## config.mk

```make
export PLATFORM = sky130hd
export DESIGN_NAME = fel_unit
export DESIGN_NICKNAME = d
export VERILOG_FILES = /design/src/inc/fel_pkg.sv /design/src/logic/fel_unit.sv
export VERILOG_INCLUDE_DIRS = /design/src /design/src/inc
export SDC_FILE = /design/constraint.sdc
export NUM_CORES = 1
export LEC_CHECK = 0
export BUFFER_PORTS_ARGS = -buffer_cell sky130_fd_sc_hd__buf_4
export CAP_MARGIN = 20
export CORE_AREA = 2 2 146 148
export CTS_BUF_LIST = sky130_fd_sc_hd__clkbuf_8
export DETAILED_ROUTE_END_ITERATION = 10
export DIE_AREA = 0 0 148 150
export PLACE_DENSITY = 0.65
export SLEW_MARGIN = 20
export SYNTH_ARGS = -nofsm -noshare
export SYNTH_HDL_FRONTEND = slang
export SYNTH_SLANG_ARGS = --single-unit
```

## constraint.sdc

```tcl
create_clock -name clk -period 5.4 [get_ports clk]
set_clock_uncertainty 0.2 [all_clocks]
set_input_delay 1.08 -clock clk [delete_from_list [all_inputs] [get_ports clk]]
set_output_delay 1.08 -clock clk [all_outputs]
set_load 0.1 [all_outputs]
```

## src/inc/fel_consts.svh

```systemverilog
// Constants for the fault escalation and lockup unit
`ifndef FEL_CONSTS_SVH
`define FEL_CONSTS_SVH
`define FEL_ADDR_W 4
`define FEL_REG_HFS 4'h0
`define FEL_REG_CFS 4'h1
`define FEL_REG_PFA 4'h2
`define FEL_REG_BFA 4'h3
`define FEL_REG_CTL 4'h4
`define FEL_REG_PRI 4'h5
`define FEL_REG_IST 4'h6
`define FEL_REG_IMSK 4'h7
`define FEL_REG_STAT 4'h8
`define FEL_HF_VECT 1
`define FEL_HF_ESC 30
`define FEL_PRI_W 8
`define FEL_PRI_HARD 8'hFF
`define FEL_PRI_NMI 8'hFE
`endif

```

## src/inc/fel_pkg.sv

```systemverilog
// Types of the fault escalation and lockup unit
package fel_pkg;
  typedef enum logic [1:0] {
    FEL_RUN = 2'b00,
    FEL_LOCK = 2'b01
  } fel_state_t;
  typedef enum logic [2:0] {
    FEL_X_NONE = 3'd0,
    FEL_X_HARD = 3'd1,
    FEL_X_PROT = 3'd2,
    FEL_X_BUS = 3'd3,
    FEL_X_USAGE = 3'd4
  } fel_exc_t;
endpackage

```

## src/logic/fel_unit.sv

```systemverilog
// Fault classification, escalation and lockup unit
// Behaviour
// - Vector read bus error gives hard fault
// - Escalation sets escalated fault flag
// - Protection mismatch flags by access kind
// - No-execute fetch flags even unit off
// - Bus errors flagged by kind
// - Six usage fault causes, own flags
// - Bad state covers continuation return
// - Configurable priorities, hard fault fixed
// - Class enables steer handler choice
// - Same class fault escalates to hard
// - Priority not above current escalates
// - Disabled class handler escalates
// - Stacking bus fault into bus handler kept
// - Hard fault preempts all but reset, NMI
// - Capture protection and bus fault address
// - Hard fault in NMI/hard enters lockup
// - Leave lockup on reset, NMI, halt
// - NMI cannot release NMI-origin lockup
//
// The register offsets and the strobed register port were left to the implementer.
`include "fel_consts.svh"
`timescale 1ns/10ps
`default_nettype none
module fel_unit
  import fel_pkg::*;
(
  input wire logic clk,
  input wire logic resetn,
  input wire logic [`FEL_ADDR_W-1:0] reg_addr,
  input wire logic [31:0] reg_wdata,
  input wire logic reg_wr,
  input wire logic reg_rd,
  output logic [31:0] reg_rdata,
  input wire logic [4:0] prot_err,
  input wire logic no_execute_region,
  input wire logic [31:0] prot_addr,
  input wire logic [5:0] bus_err,
  input wire logic vector_bus_err,
  input wire logic [31:0] bus_addr,
  input wire logic [5:0] usage_err,
  input wire logic [7:0] cur_pri,
  input wire logic in_handler,
  input wire logic [2:0] active_class,
  input wire logic nmi_active,
  input wire logic nmi_req,
  input wire logic debug_halt,
  output logic [2:0] take_exc,
  output logic take_valid,
  output logic lockup,
  output logic irq
);
  // prot_err: 0 instr,1 data,2 stack,3 unstack,4 lazy fp
  // bus_err: 0 stack,1 unstack,2 prefetch,3 lazy fp,4 exact,5 inexact
  // usage_err: 0 cop,1 undef,2 bad state,3 bad return,4 unaligned,5 div0
  typedef struct packed {
    logic [31:0] hfs;
    logic [31:0] cfs;
    logic [31:0] pfa;
    logic [31:0] bfa;
    logic [2:0] en;
    logic [23:0] pri;
    logic [2:0] ist;
    logic [2:0] imsk;
    logic [31:0] rdata;
    logic [2:0] take;
    logic tv;
    fel_state_t st;
    logic lock_nmi;
    logic lock;
    logic irq;
  } fel_regs_t;

  fel_regs_t r_q;
  fel_regs_t r_d;

  logic [4:0] prot_ev;
  logic [5:0] bus_ev;
  logic [7:0] prot_byte;
  logic [7:0] bus_byte;
  logic [15:0] use_half;
  logic [2:0] cls;
  logic [7:0] cls_pri;
  logic cls_en;
  logic escalate;
  logic hard;
  logic hard_from_nmi;
  logic wr_hfs;
  logic wr_cfs;

  always_comb begin
    prot_ev = prot_err;
    prot_ev[0] = prot_err[0] | no_execute_region;
    bus_ev = bus_err;
    prot_byte = {1'b0, 1'b0, prot_ev[4], prot_ev[3], prot_ev[2], 1'b0, prot_ev[1:0]};
    bus_byte = {1'b0, 1'b0, bus_ev[3], bus_ev[0], bus_ev[1], bus_ev[5], bus_ev[4], bus_ev[2]};
    // Bit 1 of usage holds the bad state cause, fed by core decode
    use_half = {6'h00, usage_err[5], usage_err[4], 4'h0,
                usage_err[0], usage_err[3], usage_err[2], usage_err[1]};
    // Lowest numbered class wins when several report together
    cls = FEL_X_NONE;
    if (|usage_err) begin
      cls = FEL_X_USAGE;
    end
    if (|bus_ev) begin
      cls = FEL_X_BUS;
    end
    if (|prot_ev) begin
      cls = FEL_X_PROT;
    end
    cls_pri = `FEL_PRI_HARD;
    cls_en = 1'b0;
    case (cls)
      FEL_X_PROT: begin
        cls_pri = r_q.pri[7:0];
        cls_en = r_q.en[0];
      end
      FEL_X_BUS: begin
        cls_pri = r_q.pri[15:8];
        cls_en = r_q.en[1];
      end
      FEL_X_USAGE: begin
        cls_pri = r_q.pri[23:16];
        cls_en = r_q.en[2];
      end
      default: begin
        cls_pri = `FEL_PRI_HARD;
        cls_en = 1'b0;
      end
    endcase
    escalate = 1'b0;
    if (cls != FEL_X_NONE) begin
      if (!cls_en) begin
        escalate = 1'b1;
      end else if (in_handler && active_class == cls) begin
        escalate = 1'b1;
      end else if (in_handler && cls_pri >= cur_pri) begin
        escalate = 1'b1;
      end
      // Corrupt stack during bus handler entry still runs the handler
      if (cls == FEL_X_BUS && bus_ev[0] && active_class == FEL_X_BUS && cls_en) begin
        escalate = 1'b0;
      end
    end
    hard = vector_bus_err | escalate;
    hard_from_nmi = nmi_active;
    wr_hfs = reg_wr && reg_addr == `FEL_REG_HFS;
    wr_cfs = reg_wr && reg_addr == `FEL_REG_CFS;

    r_d = r_q;
    r_d.tv = 1'b0;
    r_d.take = FEL_X_NONE;
    // Write-one-to-clear first so a same-cycle event wins
    if (wr_hfs) begin
      r_d.hfs = r_q.hfs & ~reg_wdata;
    end
    if (wr_cfs) begin
      r_d.cfs = r_q.cfs & ~reg_wdata;
    end
    if (reg_wr && reg_addr == `FEL_REG_CTL) begin
      r_d.en = reg_wdata[2:0];
    end
    if (reg_wr && reg_addr == `FEL_REG_PRI) begin
      r_d.pri = reg_wdata[23:0];
    end
    if (reg_wr && reg_addr == `FEL_REG_IST) begin
      r_d.ist = r_q.ist & ~reg_wdata[2:0];
    end
    if (reg_wr && reg_addr == `FEL_REG_IMSK) begin
      r_d.imsk = reg_wdata[2:0];
    end
    r_d.cfs[7:0] = r_d.cfs[7:0] | prot_byte;
    r_d.cfs[15:8] = r_d.cfs[15:8] | bus_byte;
    r_d.cfs[31:16] = r_d.cfs[31:16] | use_half;
    if (|prot_ev) begin
      r_d.pfa = prot_addr;
      r_d.cfs[7] = 1'b1;
    end
    if (|bus_ev[4:0]) begin
      r_d.bfa = bus_addr;
      r_d.cfs[15] = 1'b1;
    end
    if (vector_bus_err) begin
      r_d.hfs[`FEL_HF_VECT] = 1'b1;
    end
    if (escalate) begin
      r_d.hfs[`FEL_HF_ESC] = 1'b1;
    end
    if (hard) begin
      r_d.ist[0] = 1'b1;
    end
    if (cls != FEL_X_NONE && !escalate) begin
      r_d.ist[1] = 1'b1;
    end
    case (r_q.st)
      FEL_RUN: begin
        if (hard && (nmi_active || active_class == FEL_X_HARD)) begin
          r_d.st = FEL_LOCK;
          r_d.lock_nmi = hard_from_nmi;
          r_d.ist[2] = 1'b1;
        end else if (hard) begin
          r_d.take = FEL_X_HARD;
          r_d.tv = 1'b1;
        end else if (cls != FEL_X_NONE) begin
          r_d.take = cls;
          r_d.tv = 1'b1;
        end
      end
      FEL_LOCK: begin
        // Lockup blocks every handler entry
        if (debug_halt || (nmi_req && !r_q.lock_nmi)) begin
          r_d.st = FEL_RUN;
          r_d.lock_nmi = 1'b0;
        end
      end
      default: begin
        r_d.st = FEL_RUN;
      end
    endcase
    r_d.rdata = 32'h0000_0000;
    if (reg_rd) begin
      if (reg_addr == `FEL_REG_HFS) begin
        r_d.rdata = r_q.hfs;
      end else if (reg_addr == `FEL_REG_CFS) begin
        r_d.rdata = r_q.cfs;
      end else if (reg_addr == `FEL_REG_PFA) begin
        r_d.rdata = r_q.pfa;
      end else if (reg_addr == `FEL_REG_BFA) begin
        r_d.rdata = r_q.bfa;
      end else if (reg_addr == `FEL_REG_CTL) begin
        r_d.rdata = {29'h0000_0000, r_q.en};
      end else if (reg_addr == `FEL_REG_PRI) begin
        r_d.rdata = {8'h00, r_q.pri};
      end else if (reg_addr == `FEL_REG_IST) begin
        r_d.rdata = {29'h0000_0000, r_q.ist};
      end else if (reg_addr == `FEL_REG_IMSK) begin
        r_d.rdata = {29'h0000_0000, r_q.imsk};
      end else if (reg_addr == `FEL_REG_STAT) begin
        r_d.rdata = {30'h0000_0000, r_q.lock_nmi, r_q.st == FEL_LOCK};
      end
    end
    r_d.irq = |(r_d.ist & r_d.imsk);
    // Own flop so the lockup pin is not a decode of the state
    r_d.lock = r_d.st == FEL_LOCK;
  end

  always_ff @(posedge clk or negedge resetn) begin
    if (!resetn) begin
      r_q <= '0;
    end else begin
      r_q <= r_d;
    end
  end

  assign reg_rdata = r_q.rdata;
  assign take_exc = r_q.take;
  assign take_valid = r_q.tv;
  assign lockup = r_q.lock;
  assign irq = r_q.irq;
endmodule
`default_nettype wire

```

# After elaboration in Yosys (flattened, before gate mapping)
# Cells that the tools add are included.
# W data, S select, Z words.
word_totals:
  ff_bits: 202
  latch_bits: 0
  ramBits: 0
  rom_bits: 0
  input_bits: 138
  output_inout_bits: 38
  wordCells: 117
  mem_count: 0
op_classes:
  n_addsub: 0
  n_mul: 0
  div_mod_pow: 0
  n_lt_le_gt_ge: 1
  eq_ne: 18
  n_shift: 0
  mux: 40
  n_bitwise: 11
  reduce_logical: 30
op_table:
  columns: ["cell", "n"]
  rows:
  - ["$mux W32", 6]
  - ["$and A32 B32 Y32", 2]
  - ["$mux W24", 2]
  - ["$not A32 Y32", 1]
  - ["$mux W31", 1]
  - ["$mux W3", 9]
  - ["$pmux W8 S3", 1]
  - ["$eq A4 B3 Y1 const B", 4]
  - ["$mux W4", 4]
  - ["$or A16 B10 Y16", 1]
  - ["$or A8 B6 Y8", 2]
  - ["$logic_and A1 B1 Y1", 14]
  - ["$mux W1", 13]
  - ["$reduce_or A6 Y1", 2]
  - ["$reduce_or A5 Y1", 2]
  - ["$eq A3 B2 Y1 const B", 3]
  - ["$eq A4 B2 Y1 const B", 2]
  - ["$ge A8 B8 Y1", 1]
  - ["$and A3 B3 Y3", 2]
  - ["$reduce_bool A2 Y1", 3]
  - ["$eq A2 B1 Y1 const B", 2]
  - ["$eq A4 B1 Y1 const B", 1]
  - ["$eq A4 B4 Y1 const B", 1]
  - ["$logic_not A4 Y1", 1]
  - ["16 further kinds", 20]

# Depth between registers and ports, before layout
depth:
  ltp_word: 19
  depth_mapped: 14
  mapped_depth_nobuf: 14

# Worst setup path after synthesis
# Ideal clock, no wire load.
synth_timing:
  kind: "in2reg"
  startpoint: "input port bus_err[1]"
  endpoint: "register r_q[44] (netlist bit)"
  arrival_time_ns: 3.754
  required_time_ns: 5.069
  setup_slack_ns: 1.315
  path_stages: 12
  n_path_buf: 0
  path_cell_list: "or4_4 > nor3_4 > nand2_1 > o22ai_1 > o21ai_0 > ha_1 > a211o_1 > a31oi_1 > or4_1 > nand3_1 > o21a_1 > or3_1"
synth_rtl:
  columns: ["item", "line_no", "source"]
  rows:
  - ["start, declared", "fel_unit.sv:39", "input wire logic [5:0] bus_err,"]
  - ["end signal, assigned", "fel_unit.sv:252", "r_q <= r_d;"]
  - ["end, declared", "fel_unit.sv:75", "fel_regs_t r_q;"]

==> results_dict.tcl <==
set metrics [dict create \
    drv_slew 0 \
    async_flop_share 1.00 \
    hold_path.class "flip-flop to flip-flop" \
    via_per_inst 5.43 \
    ys_ff_latch 202 \
    startpoint_type "input port" \
    finalCriticalPeriod_ns 4.14 \
    grt_pass1_vias 6842 \
    fp-row-count 53 \
    final.period_utilization 0.766 \
    cts_setup_buffers 0 \
    setup_viol 0 \
    wire_per_inst_um 20.5 \
    tns_ns 0 \
    clk_pin_slew_ns 0.05 \
    synth_nets 920 \
    synth_top_area_frac 0.568 \
    design_area_mm2 0.0109 \
    portBuffers 175 \
    cts_buffers 36 \
    required_ns 5.59 \
    end_kind "flip-flop" \
    core_mm2 0.0207 \
    dr.first_iter.drc_count 399 \
    syn2layout_area_growth_pct 22.6 \
    synth_edf_count 0 \
    finalHoldViolations 0 \
    tightest_slew_ns 0.958 \
    synthTopCellsByArea "dfrtp_1, mux2_2, nand2_1, a21boi_0, buf_4" \
    grt_max_degree 126 \
    synth_ff_type "dfrtp_1" \
    dieArea_mm2 0.0222 \
    yosysWarnings 0 \
    root_buffer "clkbuf_8" \
    grt_pass1_wl_mm 38.5 \
    layout-drive-gt1-share 0.338 \
    cts_max_path_buffers 3 \
    maxCapViolCount 0 \
    gr-total-overflow 0 \
    grt_util_all_layers 0.227 \
    cts.sinks 202 \
    drt.antenna.violating_nets 0 \
    yosysTopAreaCell "dfrtp_1" \
    power_density_mw_per_mm2 320 \
    cts_tree "done" \
    syn_avg_cell_area_um2 11.5 \
    die_w_um 148 \
    wl_mm 24.8 \
    fp.dieH_um 150 \
    cts_htree_levels 2 \
    vdd_drop_max_mv 0.244 \
    status "complete, no violations" \
    io_pins 176 \
    dpl.hpwl_mm 16.4 \
    p_leak_nw 5.07 \
    clk_latency_ns 0.54 \
    gp_congestion 0.839 \
    crit_path_max_fanout 10 \
    synth-seq-area-share 0.568 \
    rsz0062_at_grt "false" \
    place_area_mm2 0.0103 \
    dp_cells 1158 \
    drc 0 \
    syn_area_mm2 0.00889 \
    fill_cells 1868 \
    arrival_ns 4.33 \
    fin_cells 1213 \
    critPathKind "input port to flip-flop" \
    start_util 0.430 \
    worst_hold_slack_ns 0.261 \
    ys_types 52 \
    fmax_mhz 242 \
    cts_hold_buf 0 \
    num_vias 6582 \
    cts-resized-gates 0 \
    relSlewSlack 0.360 \
    final_nets 1068 \
    antenna_found_initial 1 \
    dr.pass1.iters 7 \
    netlist_instances 774 \
]
cell families (layout without fill, tap and decap cells):
kind of cell	count (synthesis)	after routing	share of synthesized area
buffers and inverters	90	253	0.0528
XOR/XNOR	1	1	0.000985
AND/OR/NAND/NOR	211	211	0.105
AO/OA/AOI/OAI	185	185	0.154
adder cells (fa/ha/maj)	8	8	0.0113
other	1	2	0.000422
flip-flops	202	202	0.568
multiplexers	76	76	0.107
path summary, 6_finish.rpt:
path                                       from                       to  slack [ns]  cells after the start
setup / recovery                     bus_err[0]            irq$_DFF_PN0_        1.26                     14
hold / removal             r_q[137]$_DFFE_PN0P_     r_q[137]$_DFFE_PN0P_        0.26                      2
setup reg to reg            r_q[57]$_DFFE_PN0P_            irq$_DFF_PN0_        2.74                     10
hold reg to reg            r_q[137]$_DFFE_PN0P_     r_q[137]$_DFFE_PN0P_        0.26                      2
max in group asynchronous                resetn      r_q[90]$_DFFE_PN0P_        3.85                      2
min in group asynchronous                resetn  reg_rdata[30]$_DFF_PN0_        0.33                      1
per-layer routing:
layer	track usage	vias up	routed length, um
met5	0	-	0
met4	0.0724	0	461
met3	0.0460	38	1810
met2	0.362	268	11700
met1	0.313	3258	10900
li1	-	3018	-
synthesized netlist by cell type (9+ instances only):
cell      count
and3_1        9
mux2_2       62
a22oi_1      22
buf_4        35
nor2_1       14
o21ai_0      17
mux4_2        9
a21o_1       18
dfrtp_1     202
inv_1        13
a21boi_0     69
clkbuf_1     39
a222oi_1     21
nand2_1     150
a21oi_1      12
per-stage QoR:
step	power [mW]	setup slack, ns	utilization
after floorplan	2.00	1.31	-
after global placement	2.22	0.816	0.496
after detailed placement	2.23	0.747	0.496
after CTS	3.52	1.31	0.525
after global routing	3.64	1.01	0.527
final	3.48	1.26	0.527
report_power, final:
| part | internal (mW) | total, mW | switching, mW | leakage [nW] |
|---|---|---|---|---|
| clock | 0.679 | 1.28 | 0.603 | 0.358 |
| sequential | 1.61 | 1.69 | 0.0760 | 2.48 |
| combinational | 0.215 | 0.511 | 0.296 | 2.23 |
| total | 2.51 | 3.48 | 0.975 | 5.07 |
state kept, by name, indices dropped and copies added (netlist names):
signal / count
irq: 1
lockup: 1
r_q: 164
reg_rdata: 32
take_exc: 3
take_valid: 1
final cells by class:
cell class	count	area (um2)	share of cell area
timing repair buffer	186	1440	0.132
clock buffer	41	564	0.0517
clock inverter	12	50.0	0.00459
sequential	202	5050	0.464
inverter	14	52.6	0.00482
tap	275	344	0.0316
multi-input combinational	482	3400	0.312
antenna	1	2.50	0.000229
cells in the final DEF, fill, tap and decap left out, types with 2 or more instances in the layout:
| cell | instances |
|---|---|
| dfrtp_1 | 202 |
| buf_4 | 183 |
| nand2_1 | 148 |
| a21boi_0 | 69 |
| mux2_2 | 62 |
| clkbuf_8 | 42 |
| inv_1 | 24 |
| a22oi_1 | 22 |
| a222oi_1 | 21 |
| a21o_1 | 18 |
| o21ai_0 | 17 |
| nor2_1 | 12 |
| a21oi_1 | 12 |
| mux4_2 | 9 |
| o22ai_1 | 8 |
| and3_1 | 8 |
| ha_1 | 8 |
| nor2b_1 | 5 |
| nand4_1 | 5 |
| mux2i_1 | 5 |
| and2_1 | 4 |
| nor4_1 | 3 |
| nand2b_1 | 3 |
| a31oi_1 | 3 |
| nand3_1 | 3 |
| o21ai_2 | 3 |
| nand2_2 | 2 |
| or3_1 | 2 |
| nor3b_1 | 2 |
| nor4_2 | 2 |
| o31ai_1 | 2 |
critical path, cell delays in order:
cell	delay, ns
buf_4	0.14
or4_4	0.55
nor3_4	0.35
nand2_1	0.27
o22ai_1	0.19
o21ai_0	0.11
ha_1	0.31
a211o_1	0.26
a31oi_1	0.14
or4_1	0.14
nand3_1	0.12
o21a_1	0.29
o31ai_1	0.25
nand4_1	0.12
Power figures use the tool's default switching activity.
